--- src/common/pmid_params.svh ---
// Constants for the checksum, fault-injection and identification register group.
// Assumes inclusion by the package and the design modules; definitions only.
`ifndef PMID_PARAMS_SVH
`define PMID_PARAMS_SVH
// =====================================================================
// Command codes
`define PMID_CMD_CRC        8'hf0
`define PMID_CMD_INJECT     8'hf1
`define PMID_CMD_IDENT      8'hfc
// =====================================================================
// Injection word fields
`define PMID_BIT_FAULT_HOLD 4'd15
`define PMID_BIT_OVERTEMP   4'd14
`define PMID_BIT_OC_FAULT   4'd12
`define PMID_BIT_IN_LOCKOUT 4'd11
`define PMID_BIT_IN_OV      4'd10
`define PMID_BIT_OUT_UV     4'd9
`define PMID_BIT_OUT_OV     4'd8
`define PMID_BIT_WARN_HOLD  4'd7
`define PMID_BIT_OC_WARN    4'd4
`define PMID_BIT_IN_UVW     4'd3
`define PMID_BIT_OUT_UVW    4'd1
`define PMID_BIT_OUT_OVW    4'd0
`define PMID_FAULT_MASK     16'h5f00
`define PMID_WARN_MASK      16'h001b
`define PMID_INJECT_RESET   16'h0000
// =====================================================================
// CRC and identity
`define PMID_CRC_POLY       16'h8005
`define PMID_CRC_INIT       16'h0000
// Arbitrary identity value, not any real part's code
`define PMID_IDENT_DEFAULT  16'h5a3c
`endif

--- src/common/pmid_pkg.sv ---
// Types shared by the register group modules.
// Assumes the params header sits beside it on the include path.
`include "pmid_params.svh"
package pmid_pkg;
  // =====================================================================
  // Register command from the PMBus target logic
  typedef struct packed {
    logic       rd;      // Read-word strobe
    logic       wr;      // Write-word strobe
    logic [7:0] code;    // Command code
    logic [15:0] wdata;  // Write word
  } pmid_cmd_t;
  // Register answer to the PMBus target logic
  typedef struct packed {
    logic        ack;    // Answer valid pulse
    logic        nak;    // Command not defined here
    logic [15:0] rdata;  // Read word
  } pmid_rsp_t;
  // Checksum walker states
  typedef enum logic [1:0] {
    PMID_CRC_IDLE = 2'b00,
    PMID_CRC_RUN  = 2'b01,
    PMID_CRC_DONE = 2'b10
  } pmid_crc_state_t;
endpackage

--- src/hdl/pmid_crc16.sv ---
// Serial CRC-16 over a settings image supplied one word per cycle.
// Assumes the word source answers the index combinationally.
`timescale 1ns/1ps
`include "pmid_params.svh"
module pmid_crc16 import pmid_pkg::*; #(
  parameter int WORDS = 16
) (
  input  wire logic                     clock,
  input  wire logic                     rstn,
  input  wire logic                     start,
  input  wire logic [15:0]              word_in,
  output logic [$clog2(WORDS)-1:0]      word_idx,
  output logic                          busy,
  output logic                          done,
  output logic [15:0]                   crc
);
  // Elaboration check: the walker needs at least two words
  if (WORDS < 2) begin : g_words_chk
    $error("WORDS must be at least 2");
  end
  pmid_crc_state_t            state_q;  // Walker state
  logic [$clog2(WORDS)-1:0]   idx_q;    // Word index
  logic [15:0]                acc_q;    // Running remainder
  logic [15:0]                acc_d;    // Remainder after this word
  // Sixteen shift steps of the 0x8005 polynomial
  function automatic logic [15:0] crc_word(input logic [15:0] c, input logic [15:0] w);
    logic [15:0] r;
    r = c;
    for (int i = 15; i >= 0; i--) begin
      r = (r[15] ^ w[i]) ? ((r << 1) ^ `PMID_CRC_POLY) : (r << 1);
    end
    return r;
  endfunction
  assign acc_d    = crc_word(acc_q, word_in);
  assign word_idx = idx_q;
  assign busy     = (state_q == PMID_CRC_RUN);
  assign done     = (state_q == PMID_CRC_DONE);
  assign crc      = acc_q;
  // =====================================================================
  // Walker
  always_ff @(posedge clock or negedge rstn) begin
    if (!rstn) begin
      state_q <= PMID_CRC_IDLE;
      idx_q   <= '0;
      acc_q   <= `PMID_CRC_INIT;
    end else begin
      case (state_q)
        PMID_CRC_IDLE: begin
          if (start) begin
            state_q <= PMID_CRC_RUN;
            idx_q   <= '0;
            acc_q   <= `PMID_CRC_INIT;
          end
        end
        PMID_CRC_RUN: begin
          acc_q <= acc_d;
          if (idx_q == ($clog2(WORDS))'(WORDS - 1)) begin
            state_q <= PMID_CRC_DONE;
          end else begin
            idx_q <= idx_q + 1'b1;
          end
        end
        default: begin
          state_q <= PMID_CRC_IDLE;
        end
      endcase
    end
  end
endmodule

--- src/hdl/pmid_inject.sv ---
// Injection word storage and the gating of injected detector trips.
// Assumes a one-cycle fault-response pulse from the protection logic.
`timescale 1ns/1ps
`include "pmid_params.svh"
module pmid_inject import pmid_pkg::*; (
  input  wire logic        clock,
  input  wire logic        rstn,
  input  wire logic        wr,
  input  wire logic [15:0] wdata,
  input  wire logic        fault_response,
  input  wire logic        conv_enabled,
  output logic [15:0]      word,
  output logic [15:0]      trips
);
  logic [15:0] word_q;   // Stored injection word
  logic        fault_live_q; // Fault injections still armed
  logic        warn_live_q;  // Warning injections still armed
  logic [15:0] armed;    // Armed and mapped bits
  logic [15:0] allowed;  // Bits allowed in present conversion state
  assign word  = word_q;
  // Only mapped bits drive trips; reserved bits stay inert
  assign armed = (word_q & `PMID_FAULT_MASK & {16{fault_live_q}}) |
                 (word_q & `PMID_WARN_MASK & {16{warn_live_q}});
  // Lockout and output overvoltage act even when stopped
  assign allowed = conv_enabled ? 16'hffff :
                   ((16'h0001 << `PMID_BIT_IN_LOCKOUT) | (16'h0001 << `PMID_BIT_OUT_OV));
  assign trips = armed & allowed;
  // =====================================================================
  // Storage and one-shot clearing; a new write wins over the clear
  always_ff @(posedge clock or negedge rstn) begin
    if (!rstn) begin
      word_q       <= `PMID_INJECT_RESET;
      fault_live_q <= 1'b0;
      warn_live_q  <= 1'b0;
    end else if (wr) begin
      word_q       <= wdata;
      fault_live_q <= 1'b1;
      warn_live_q  <= 1'b1;
    end else if (fault_response) begin
      if (!word_q[`PMID_BIT_FAULT_HOLD]) fault_live_q <= 1'b0;
      if (!word_q[`PMID_BIT_WARN_HOLD])  warn_live_q  <= 1'b0;
    end
  end
endmodule

--- src/hdl/pmid_regs.sv ---
// Checksum, fault-injection and identification registers of the PMBus target.
// Assumes the PMBus target logic decodes read-word/write-word into one-cycle
// strobes on this clock, and the settings store answers an index combinationally.
`timescale 1ns/1ps
`include "pmid_params.svh"
// Summary of operation
// - CRC-16 poly 0x8005 over stored settings
// - Recompute checksum at boot, store, restore
// - Checksum read-only word at F0h
// - Injection bits force matching detector trips
// - Fault hold clear means one-shot faults
// - Warning hold clear means one-shot warnings
// - Fault bits map to their detectors
// - Warning bits map to their detectors
// - Only lockout, output overvolt act stopped
// - Identity word fixed; writes acknowledged, ignored
// - Identity writes raise no comm error
module pmid_regs import pmid_pkg::*; #(
  parameter int          SETTINGS_WORDS = 16,
  parameter logic [15:0] IDENT_VALUE    = `PMID_IDENT_DEFAULT  // Arbitrary value
) (
  input  wire logic                              clock,
  input  wire logic                              rstn,
  input  wire pmid_cmd_t                         cmd,
  output pmid_rsp_t                              rsp,
  output logic                                   comm_error_status,
  input  wire logic                              store_done,
  input  wire logic                              restore_done,
  input  wire logic [15:0]                       settings_word,
  output logic [$clog2(SETTINGS_WORDS)-1:0]      settings_idx,
  output logic                                   crc_busy,
  input  wire logic                              fault_response,
  input  wire logic                              conv_enabled,
  output logic                                   inject_overtemp_fault,
  output logic                                   inject_overcurrent_fault,
  output logic                                   inject_input_lockout,
  output logic                                   inject_input_overvolt_fault,
  output logic                                   inject_output_undervolt_fault,
  output logic                                   inject_output_overvolt_fault,
  output logic                                   inject_overcurrent_warn,
  output logic                                   inject_input_undervolt_warn,
  output logic                                   inject_output_undervolt_warn,
  output logic                                   inject_output_overvolt_warn
);
  // Elaboration check: the walker needs at least two words
  if (SETTINGS_WORDS < 2) begin : g_words_chk
    $error("SETTINGS_WORDS must be at least 2");
  end
  // =====================================================================
  // Declarations
  logic        redo_q;         // Walk request pending (boot, store, restore)
  logic        crc_take;       // Walker accepts a start this cycle
  logic        crc_start;      // Start pulse to walker
  logic        crc_done;       // Walker finished
  logic [15:0] crc_acc;        // Walker remainder
  logic        crc_walk;       // Walker running
  logic [15:0] crc_q;          // Published checksum
  logic [15:0] inj_word;       // Stored injection word
  logic [15:0] trips;          // Gated injected trips
  logic [15:0] trips_q;        // Registered trips
  logic [$clog2(SETTINGS_WORDS)-1:0] idx_w; // Walker index
  logic        hit_crc;        // Command addresses checksum
  logic        hit_inj;        // Command addresses injection word
  logic        hit_id;         // Command addresses identity word
  logic        bad_cmd;        // Undefined access for this group
  logic [15:0] rdata_d;        // Read word selected
  pmid_rsp_t   rsp_q;          // Registered answer
  logic        comm_err_q;     // Communication error pulse
  logic        crc_busy_q;     // Registered walker activity
  // =====================================================================
  // Command decode
  assign hit_crc = (cmd.code == `PMID_CMD_CRC);
  assign hit_inj = (cmd.code == `PMID_CMD_INJECT);
  assign hit_id  = (cmd.code == `PMID_CMD_IDENT);
  // A write to the checksum is not defined, so it is an error
  // Identity writes are accepted silently
  assign bad_cmd = (cmd.wr && hit_crc) || ((cmd.rd || cmd.wr) && !(hit_crc || hit_inj || hit_id));
  // Read word selection
  assign rdata_d = hit_crc ? crc_q :
                   hit_inj ? inj_word :
                   hit_id  ? IDENT_VALUE :
                   16'h0000;
  // Start the walker at boot or after a store or restore
  assign crc_start = redo_q || store_done || restore_done;
  // The walker only takes a start while idle
  assign crc_take  = crc_start && !crc_walk && !crc_done;
  // =====================================================================
  // Submodules
  pmid_crc16 #(
    .WORDS   (SETTINGS_WORDS)
  ) u_crc (
    .clock   (clock),
    .rstn    (rstn),
    .start   (crc_start),
    .word_in (settings_word),
    .word_idx(idx_w),
    .busy    (crc_walk),
    .done    (crc_done),
    .crc     (crc_acc)
  );
  pmid_inject u_inj (
    .clock         (clock),
    .rstn          (rstn),
    .wr            (cmd.wr && hit_inj),
    .wdata         (cmd.wdata),
    .fault_response(fault_response),
    .conv_enabled  (conv_enabled),
    .word          (inj_word),
    .trips         (trips)
  );
  // =====================================================================
  // Pending walk: set at reset for boot, kept while a walk runs so a store
  // or restore that lands mid-walk is not lost
  always_ff @(posedge clock or negedge rstn) begin
    if (!rstn) begin
      redo_q <= 1'b1;
    end else if (crc_take) begin
      redo_q <= 1'b0;
    end else if (store_done || restore_done) begin
      redo_q <= 1'b1;
    end
  end
  // Published checksum, taken when a walk ends
  always_ff @(posedge clock or negedge rstn) begin
    if (!rstn) begin
      crc_q <= `PMID_CRC_INIT;
    end else if (crc_done) begin
      crc_q <= crc_acc;
    end
  end
  // =====================================================================
  // Answer register: ack for every command, nak for undefined ones
  always_ff @(posedge clock or negedge rstn) begin
    if (!rstn) begin
      rsp_q      <= '0;
      comm_err_q <= 1'b0;
    end else begin
      rsp_q.ack   <= cmd.rd || cmd.wr;
      rsp_q.nak   <= bad_cmd;
      rsp_q.rdata <= cmd.rd ? rdata_d : 16'h0000;
      comm_err_q  <= bad_cmd;
    end
  end
  // Registered trips and walker status
  always_ff @(posedge clock or negedge rstn) begin
    if (!rstn) begin
      trips_q    <= '0;
      crc_busy_q <= 1'b0;
    end else begin
      trips_q    <= trips;
      crc_busy_q <= crc_walk;
    end
  end
  // =====================================================================
  // Outputs
  assign rsp               = rsp_q;
  assign comm_error_status = comm_err_q;
  assign crc_busy          = crc_busy_q;
  assign settings_idx      = idx_w;
  assign inject_overtemp_fault         = trips_q[`PMID_BIT_OVERTEMP];
  assign inject_overcurrent_fault      = trips_q[`PMID_BIT_OC_FAULT];
  assign inject_input_lockout          = trips_q[`PMID_BIT_IN_LOCKOUT];
  assign inject_input_overvolt_fault   = trips_q[`PMID_BIT_IN_OV];
  assign inject_output_undervolt_fault = trips_q[`PMID_BIT_OUT_UV];
  assign inject_output_overvolt_fault  = trips_q[`PMID_BIT_OUT_OV];
  assign inject_overcurrent_warn       = trips_q[`PMID_BIT_OC_WARN];
  assign inject_input_undervolt_warn   = trips_q[`PMID_BIT_IN_UVW];
  assign inject_output_undervolt_warn  = trips_q[`PMID_BIT_OUT_UVW];
  assign inject_output_overvolt_warn   = trips_q[`PMID_BIT_OUT_OVW];
endmodule

--- config.mk ---
export PLATFORM = sky130hd
export DESIGN_NAME = pmid_regs
export DESIGN_NICKNAME = d
export VERILOG_FILES = /design/src/common/pmid_pkg.sv /design/src/hdl/pmid_crc16.sv /design/src/hdl/pmid_inject.sv /design/src/hdl/pmid_regs.sv
export VERILOG_INCLUDE_DIRS = /design/src /design/src/common
export SDC_FILE = /design/constraint.sdc
export NUM_CORES = 1
export LEC_CHECK = 0
export BUFFER_PORTS_ARGS = -buffer_cell sky130_fd_sc_hd__clkbuf_2
export CAP_MARGIN = 20
export CORE_ASPECT_RATIO = 1.1
export CORE_MARGIN = 5
export CORE_UTILIZATION = 40
export CTS_BUF_LIST = sky130_fd_sc_hd__clkbuf_4
export DETAILED_ROUTE_END_ITERATION = 12
export SYNTH_ARGS = -nofsm -noshare
export SYNTH_HDL_FRONTEND = slang
export SYNTH_SLANG_ARGS = --single-unit
--- constraint.sdc ---
create_clock -name clock -period 2.2 [get_ports clock]
set_clock_uncertainty 0.05 [all_clocks]
set_input_delay 0 -clock clock [delete_from_list [all_inputs] [get_ports clock]]
set_output_delay 0 -clock clock [all_outputs]
set_load 0.02 [all_outputs]
==> results of run 1 <==
==> where the power goes <==
part / switching [mW] / total, mW / internal (mW)
clock network: 0.518 / 0.972 / 0.454
logic: 1.31 / 2.90 / 1.59
registers: 0.323 / 2.31 / 1.99
==> path summary, 6_finish.rpt <==
kind	from	end	slack (ns)	cells after the start
max	u_crc.crc[5]	u_crc.crc[0]	0.16	6
min in group asynchronous	rstn	rsp[10]	0.03	2
min	settings_word[7]	u_crc.crc[8]	0.008	4
min reg2reg	u_inj.word[5]	u_inj.word[5]	0.46	1
max in group asynchronous	rstn	redo_q	1.41	3
max reg2reg	u_crc.crc[5]	u_crc.crc[0]	0.16	6
==> layout make-up <==
cell class,instances,area [um^2]
timing repair buffer,127,861
tap,114,143
multi-input combinational,185,1430
fill,749,4110
clock inverter,7,88.8
sequential,86,2150
inverter,5,18.8
clock buffer,9,67.6
==> cells in the final DEF (no fill, tap or decap), drive strengths merged, types with 2 or more instances in the layout <==
cell         Yosys  routed
clkbuf           4      89
dfrtp           85      85
dlygate4sd3      0      38
mux2            32      32
xnor2           28      28
nand2           27      27
o21ai           26      26
a22o            12      12
xor2            12      12
nor2             9       9
buf              4       9
and3             8       8
a21boi           8       8
clkinv           1       5
inv              4       4
nor3             3       3
nand4            2       2
nor3b            2       2
a21oi            2       2
and2             2       2
bufinv           0       2
==> routing by layer <==
layer / global-route usage [%] / up-vias / part of all wire, % / wire length (um)
li1: - / 1257 / - / -
met1: 20.9 / 1238 / 46 / 3720
met2: 23.8 / 68 / 47 / 3730
met3: 2.83 / 8 / 5.8 / 466
met4: 5.32 / 0 / 1.1 / 90
met5: 0 / - / 0 / 0
==> flip-flops by register name (all words and copies together) (netlist names), 2 cells and up <==
signal,flops
u_crc.state_q,2
rsp,17
u_crc.crc,16
u_crc.word_idx,4
trips_q,10
crc_q,16
u_inj.word,16
==> cells by family after synthesis <==
family	after synthesis
compound gates	51
xor+xnor	42
fa+ha+maj	1
buf+inv	13
flops	86
mux	32
simple gates	59
==> synthesized netlist by cell type, types with 2 or more instances <==
cell and n:
dfrtp_1 85, nand2_1 27, xnor2_1 25, mux2_2 24, o21ai_0 23, a22o_1 11
xor2_1 10, nor2_1 9, and3_1 8, mux2_1 8, a21boi_0 6, clkbuf_1 3
inv_1 3, nor3_1 3, o21ai_1 3, xnor2_2 3, a21boi_1 2, a21oi_1 2
and2_1 2, buf_2 2, buf_4 2, nand4_1 2, nor3b_1 2, xor2_2 2
==> worst reg2reg max path, cell delays in order (launching register included) <==
cell     delay [ns]
dfrtp_1        0.42
xnor2_1        0.29
xnor2_1        0.19
xor3_1         0.45
xnor3_2        0.28
xor2_1         0.16
o21ai_1        0.13
==> through the flow <==
stage | instance area (um^2) | util, % | hold WS (ns) | setup WS (ns)
final | 4760 | 53.7 | 0.00750 | 0.155
after global routing | 4760 | 53.7 | 0.0206 | 0.0522
after CTS | 4760 | 53.7 | 0.0000680 | 0.142
after detailed placement | 4230 | 47.6 | -0.0452 | 0.170
after global placement | 4230 | 47.6 | -0.0458 | 0.234
after floorplan | 3650 | - | -0.346 | 0.313
==> impl_metrics.json, run 1 <==
{
  "synth-edff-count": 0,
  "antenna_cells": 0,
  "synth_cell_types": 41,
  "async_reset_ff_share_pct": 100,
  "yosys_warnings": 0,
  "cts_setup_buffers": 0,
  "cts_tree": "done",
  "synthMuxAreaShare_pct": 9.86,
  "grt_pass1_wl_mm": 13.0,
  "routabilityCongestion": 0.756,
  "place_inst": 479,
  "crit_type": "flop to flop",
  "rsz0062_at_grt": "no",
  "min_period_over_period_pct": 92.9,
  "cp_cell_sequence": "xnor2_1 -> xnor2_1 -> xor3_1 -> xnor3_2 -> xor2_1 -> o21ai_1",
  "netlist.area_leader.share_pct": 58.2,
  "max_slew.worst_pin.slew_ns": 0.516,
  "outcome": "finished, final reports clean",
  "setup_viol": 0,
  "crit_buf_inv": 0,
  "drt_first_pass_iters": 4,
  "cp_slowest_stage_delay_ns": 0.45,
  "ys_seq_elements": 86,
  "track_usage_pct": 15.1,
  "postCtsHoldBufs": 38,
  "slowest_stage": "xor3_1",
  "finalNonFillerCells": 533,
  "avgSynthCellArea_um2": 12.9,
  "cts_sinks": 86,
  "critPathLaunchType": "flop",
  "path_clk_slew_ns": 0.13,
  "hold_viol_final": 0,
  "critPathCaptureType": "flop",
  "syn_inst": 284,
  "antenna_found_initial": 0,
  "layout.nets": 463,
  "clk_latency_ns": 0.42,
  "p_leak_nw": 2.37,
  "tns_ns": 0,
  "gr-total-overflow": 0,
  "die_h_um": 110,
  "grt_pass1_vias": 2616,
  "post-route-drc-count": 0,
  "fp.dieArea_mm2": 0.0111,
  "slew_headroom_pct": 65.5,
  "rows": 36,
  "synth_top_family_by_area": "XOR/XNOR gates",
  "finalMaxSlewViolations": 0,
  "hp-class": "input port to flop",
  "power_density_mw_per_mm2": 1300,
  "total_power_mw": 6.18,
  "drt_iter0_drc": 57,
  "syn_area_mm2": 0.00365,
  "core_mm2": 0.00887,
  "synthAdderAreaFrac_pct": 0.342,
  "ctsResizeCount": 0,
  "dpl.hpwl_mm": 5.77,
  "root_buffer": "clkbuf_4",
  "numCtsBuffers": 9,
  "grt_max_degree": 48,
  "viasPerCell": 4.82,
  "wl_per_cell_um": 15.0,
  "die_w_um": 101,
  "maxCapViolCount": 0,
  "start_util_pct": 41.2,
  "synthSimpleGateAreaFrac_pct": 7.67,
  "ios": 82,
  "syn_to_final_growth_pct": 30.4,
  "synth_compound_area_share_pct": 9.38,
  "cp_max_fo": 3,
  "fmax_ghz": 0.489,
  "ys.flop_type": "dfrtp_1",
  "wl_mm": 8.01,
  "synth-xor-area-share_pct": 11.9,
  "post-route-min-period_ns": 2.04,
  "cp.required_ns": 2.49,
  "synth_area_leaders": "dfrtp_1 58%, mux2_2 7.4%, xnor2_1 6.0%, o21ai_0 3.2%, nand2_1 2.8%",
  "io_buffers": 81,
  "ir_drop_mv": 1.85,
  "htreeDepth": 3,
  "ant_nets": 0,
  "syn_nets": 333,
  "worst_ep_arrival_time_ns": 2.33,
  "synth-seq-area-share_pct": 58.9,
  "drive_above_1_share_pct": 32.9,
  "cts_buffer_depth": 2,
  "crit_family": "XOR/XNOR gates",
  "synth_area_leader_cell": "dfrtp_1",
  "crit_top_cell": "xnor2_1",
  "vias": 2571
}
(Power assumes the default switching activity.)
==> inputs of run 2 (changes only) <==
Settings changed: RECOVER_POWER set to 50.
Clock period 2.2 ns to 2.6 ns, I/O delays scaled along.
==> run 2 against run 1 <==
Effect of this change:
- the run now ends with negative hold slack left
- utilization fell by 1.4 points
- via count up 0.31%
- clock-buffer cell count rose by 1
==> impl_metrics.json, run 2 (synthesis gave the netlist of run 1 again) <==
{
  "min_period_over_period_pct": 77.9,
  "grt_pass1_vias": 2563,
  "die_h_um": 110,
  "wl_per_cell_um": 14.9,
  "switching_share_pct": 35.6,
  "ant_nets": 0,
  "hold_path_depth": 4,
  "routabilityCongestion": 0.735,
  "worst_ep_arrival_time_ns": 2.31,
  "critPathCaptureType": "flop",
  "crit_type": "flop to flop",
  "slew_headroom_pct": 17.2,
  "grt_max_degree": 87,
  "switchingPower_mw": 1.78,
  "cp_cell_sequence": "xnor2_1 -> xnor2_1 -> xor3_1 -> xnor3_2 -> xor2_1 -> o21ai_1",
  "crit_top_cell": "xnor2_1",
  "io_buffers": 81,
  "dpl.hpwl_mm": 5.55,
  "most-common-layout-cells": "85 x dfrtp_1, 45 x clkbuf_2, 38 x dlygate4sd3_1, 37 x clkbuf_1, 27 x nand2_1",
  "setup_viol": 0,
  "ff2ff_path_depth": 6,
  "max_slew.worst_pin.slew_ns": 1.24,
  "hold_viol_final": 1,
  "start_util_pct": 41.2,
  "fmax_ghz": 0.493,
  "power_density_mw_per_mm2": 1080,
  "syn_to_final_growth_pct": 27.1,
  "grt_pass1_wl_mm": 12.8,
  "ios": 82,
  "critPathLaunchType": "flop",
  "rows": 36,
  "maxCapViolCount": 0,
  "rsz0062_at_grt": "no",
  "hp-class": "input port to flop",
  "vias": 2579,
  "numCtsBuffers": 9,
  "htreeDepth": 3,
  "p_clk_share_pct": 12.5,
  "p_int_mw": 3.23,
  "layout.nets": 460,
  "ctsResizeCount": 0,
  "final_common_cell": "dfrtp_1",
  "slowest_stage": "xor3_1",
  "largest_register_ff_count": 17,
  "path_clk_slew_ns": 0.13,
  "seqPwrFrac_pct": 38.9,
  "p_leak_nw": 2.20,
  "post-route-min-period_ns": 2.03,
  "ir_drop_mv": 1.30,
  "whs_ns": -0.00734,
  "antenna_found_initial": 0,
  "final_core_util_pct": 52.3,
  "post-route-drc-count": 0,
  "wl_mm": 7.89,
  "cp_max_fo": 3,
  "cts_tree": "done",
  "track_usage_pct": 14.9,
  "cp.required_ns": 2.88,
  "finalMaxSlewViolations": 0,
  "cp_slowest_stage_delay_ns": 0.45,
  "drt_first_pass_iters": 4,
  "p_comb_share_pct": 48.6,
  "antenna_cells": 0,
  "total_power_mw": 5.02,
  "outcome": "finished with violations",
  "gr-total-overflow": 0,
  "drive_above_1_share_pct": 23.4,
  "clk_latency_ns": 0.41,
  "viasPerCell": 4.88,
  "die_w_um": 101,
  "fin_ws_ns": 0.573,
  "tns_ns": 0,
  "core_mm2": 0.00887,
  "place_ws_ns": 0.602,
  "fp.dieArea_mm2": 0.0111,
  "drt_iter0_drc": 72,
  "violations": "negative hold slack",
  "cts_sinks": 86,
  "root_buffer": "clkbuf_4",
  "cts_buffer_depth": 2
}
## run 2: layer usage
| layer | track usage (%) | share of wire, % |
|---|---|---|
| met2 | 23.0 | 47 |
| met1 | 21.2 | 47 |
| met4 | 4.27 | 0.92 |
| met5 | 0 | 0 |
| met3 | 3.27 | 5.2 |
## run 2: power by group through the flow
stage	registers [mW]	clock network (mW)	logic [mW]
after floorplan	1.94	0	1.88
after global placement	1.97	0	2.25
after detailed placement	1.98	0	2.30
after CTS	1.95	0.641	2.47
after global routing	2.00	0.700	2.72
final	1.95	0.626	2.44
## run 2: final timing paths
path                                  start  slack (ns)      endpoint
max                            u_crc.crc[5]        0.57  u_crc.crc[0]
min                        settings_word[6]      -0.007  u_crc.crc[8]
max reg2reg                    u_crc.crc[5]        0.57  u_crc.crc[0]
min reg2reg                   u_inj.word[6]        0.45        rsp[6]
max in group asynchronous              rstn        0.71        redo_q
min in group asynchronous              rstn        0.85       rsp[15]
## run 2: worst max-delay path: cells and delay by family, from the launching register on
family | cells | cell delay, ns
xor gates and xnor gates | 5 | 1.36
DFF | 1 | 0.42
AOI/OAI and AO/OA | 1 | 0.13
## run 2: repair_timing
item | in CTS | in global routing
hold buffers | 37 | 1
endpoints found under the hold margin | 128 | 21
setup endpoints to repair | 0 | 0
buffers inserted | 0 | 0
## run 2: area by class of cell
class,instances,area (um^2)
fill,805,4230
sequential,86,2150
multi-input combinational,185,1430
timing repair buffer,124,795
tap,114,143
clock buffer,10,75.1
clock inverter,5,27.5
inverter,5,18.8
## run 2: metrics by stage
step,cell area [um^2],cells
global placement,4180,475
detailed placement,4180,475
CTS,4660,527
finish,4640,529
floorplan,3650,284
global route,4640,529
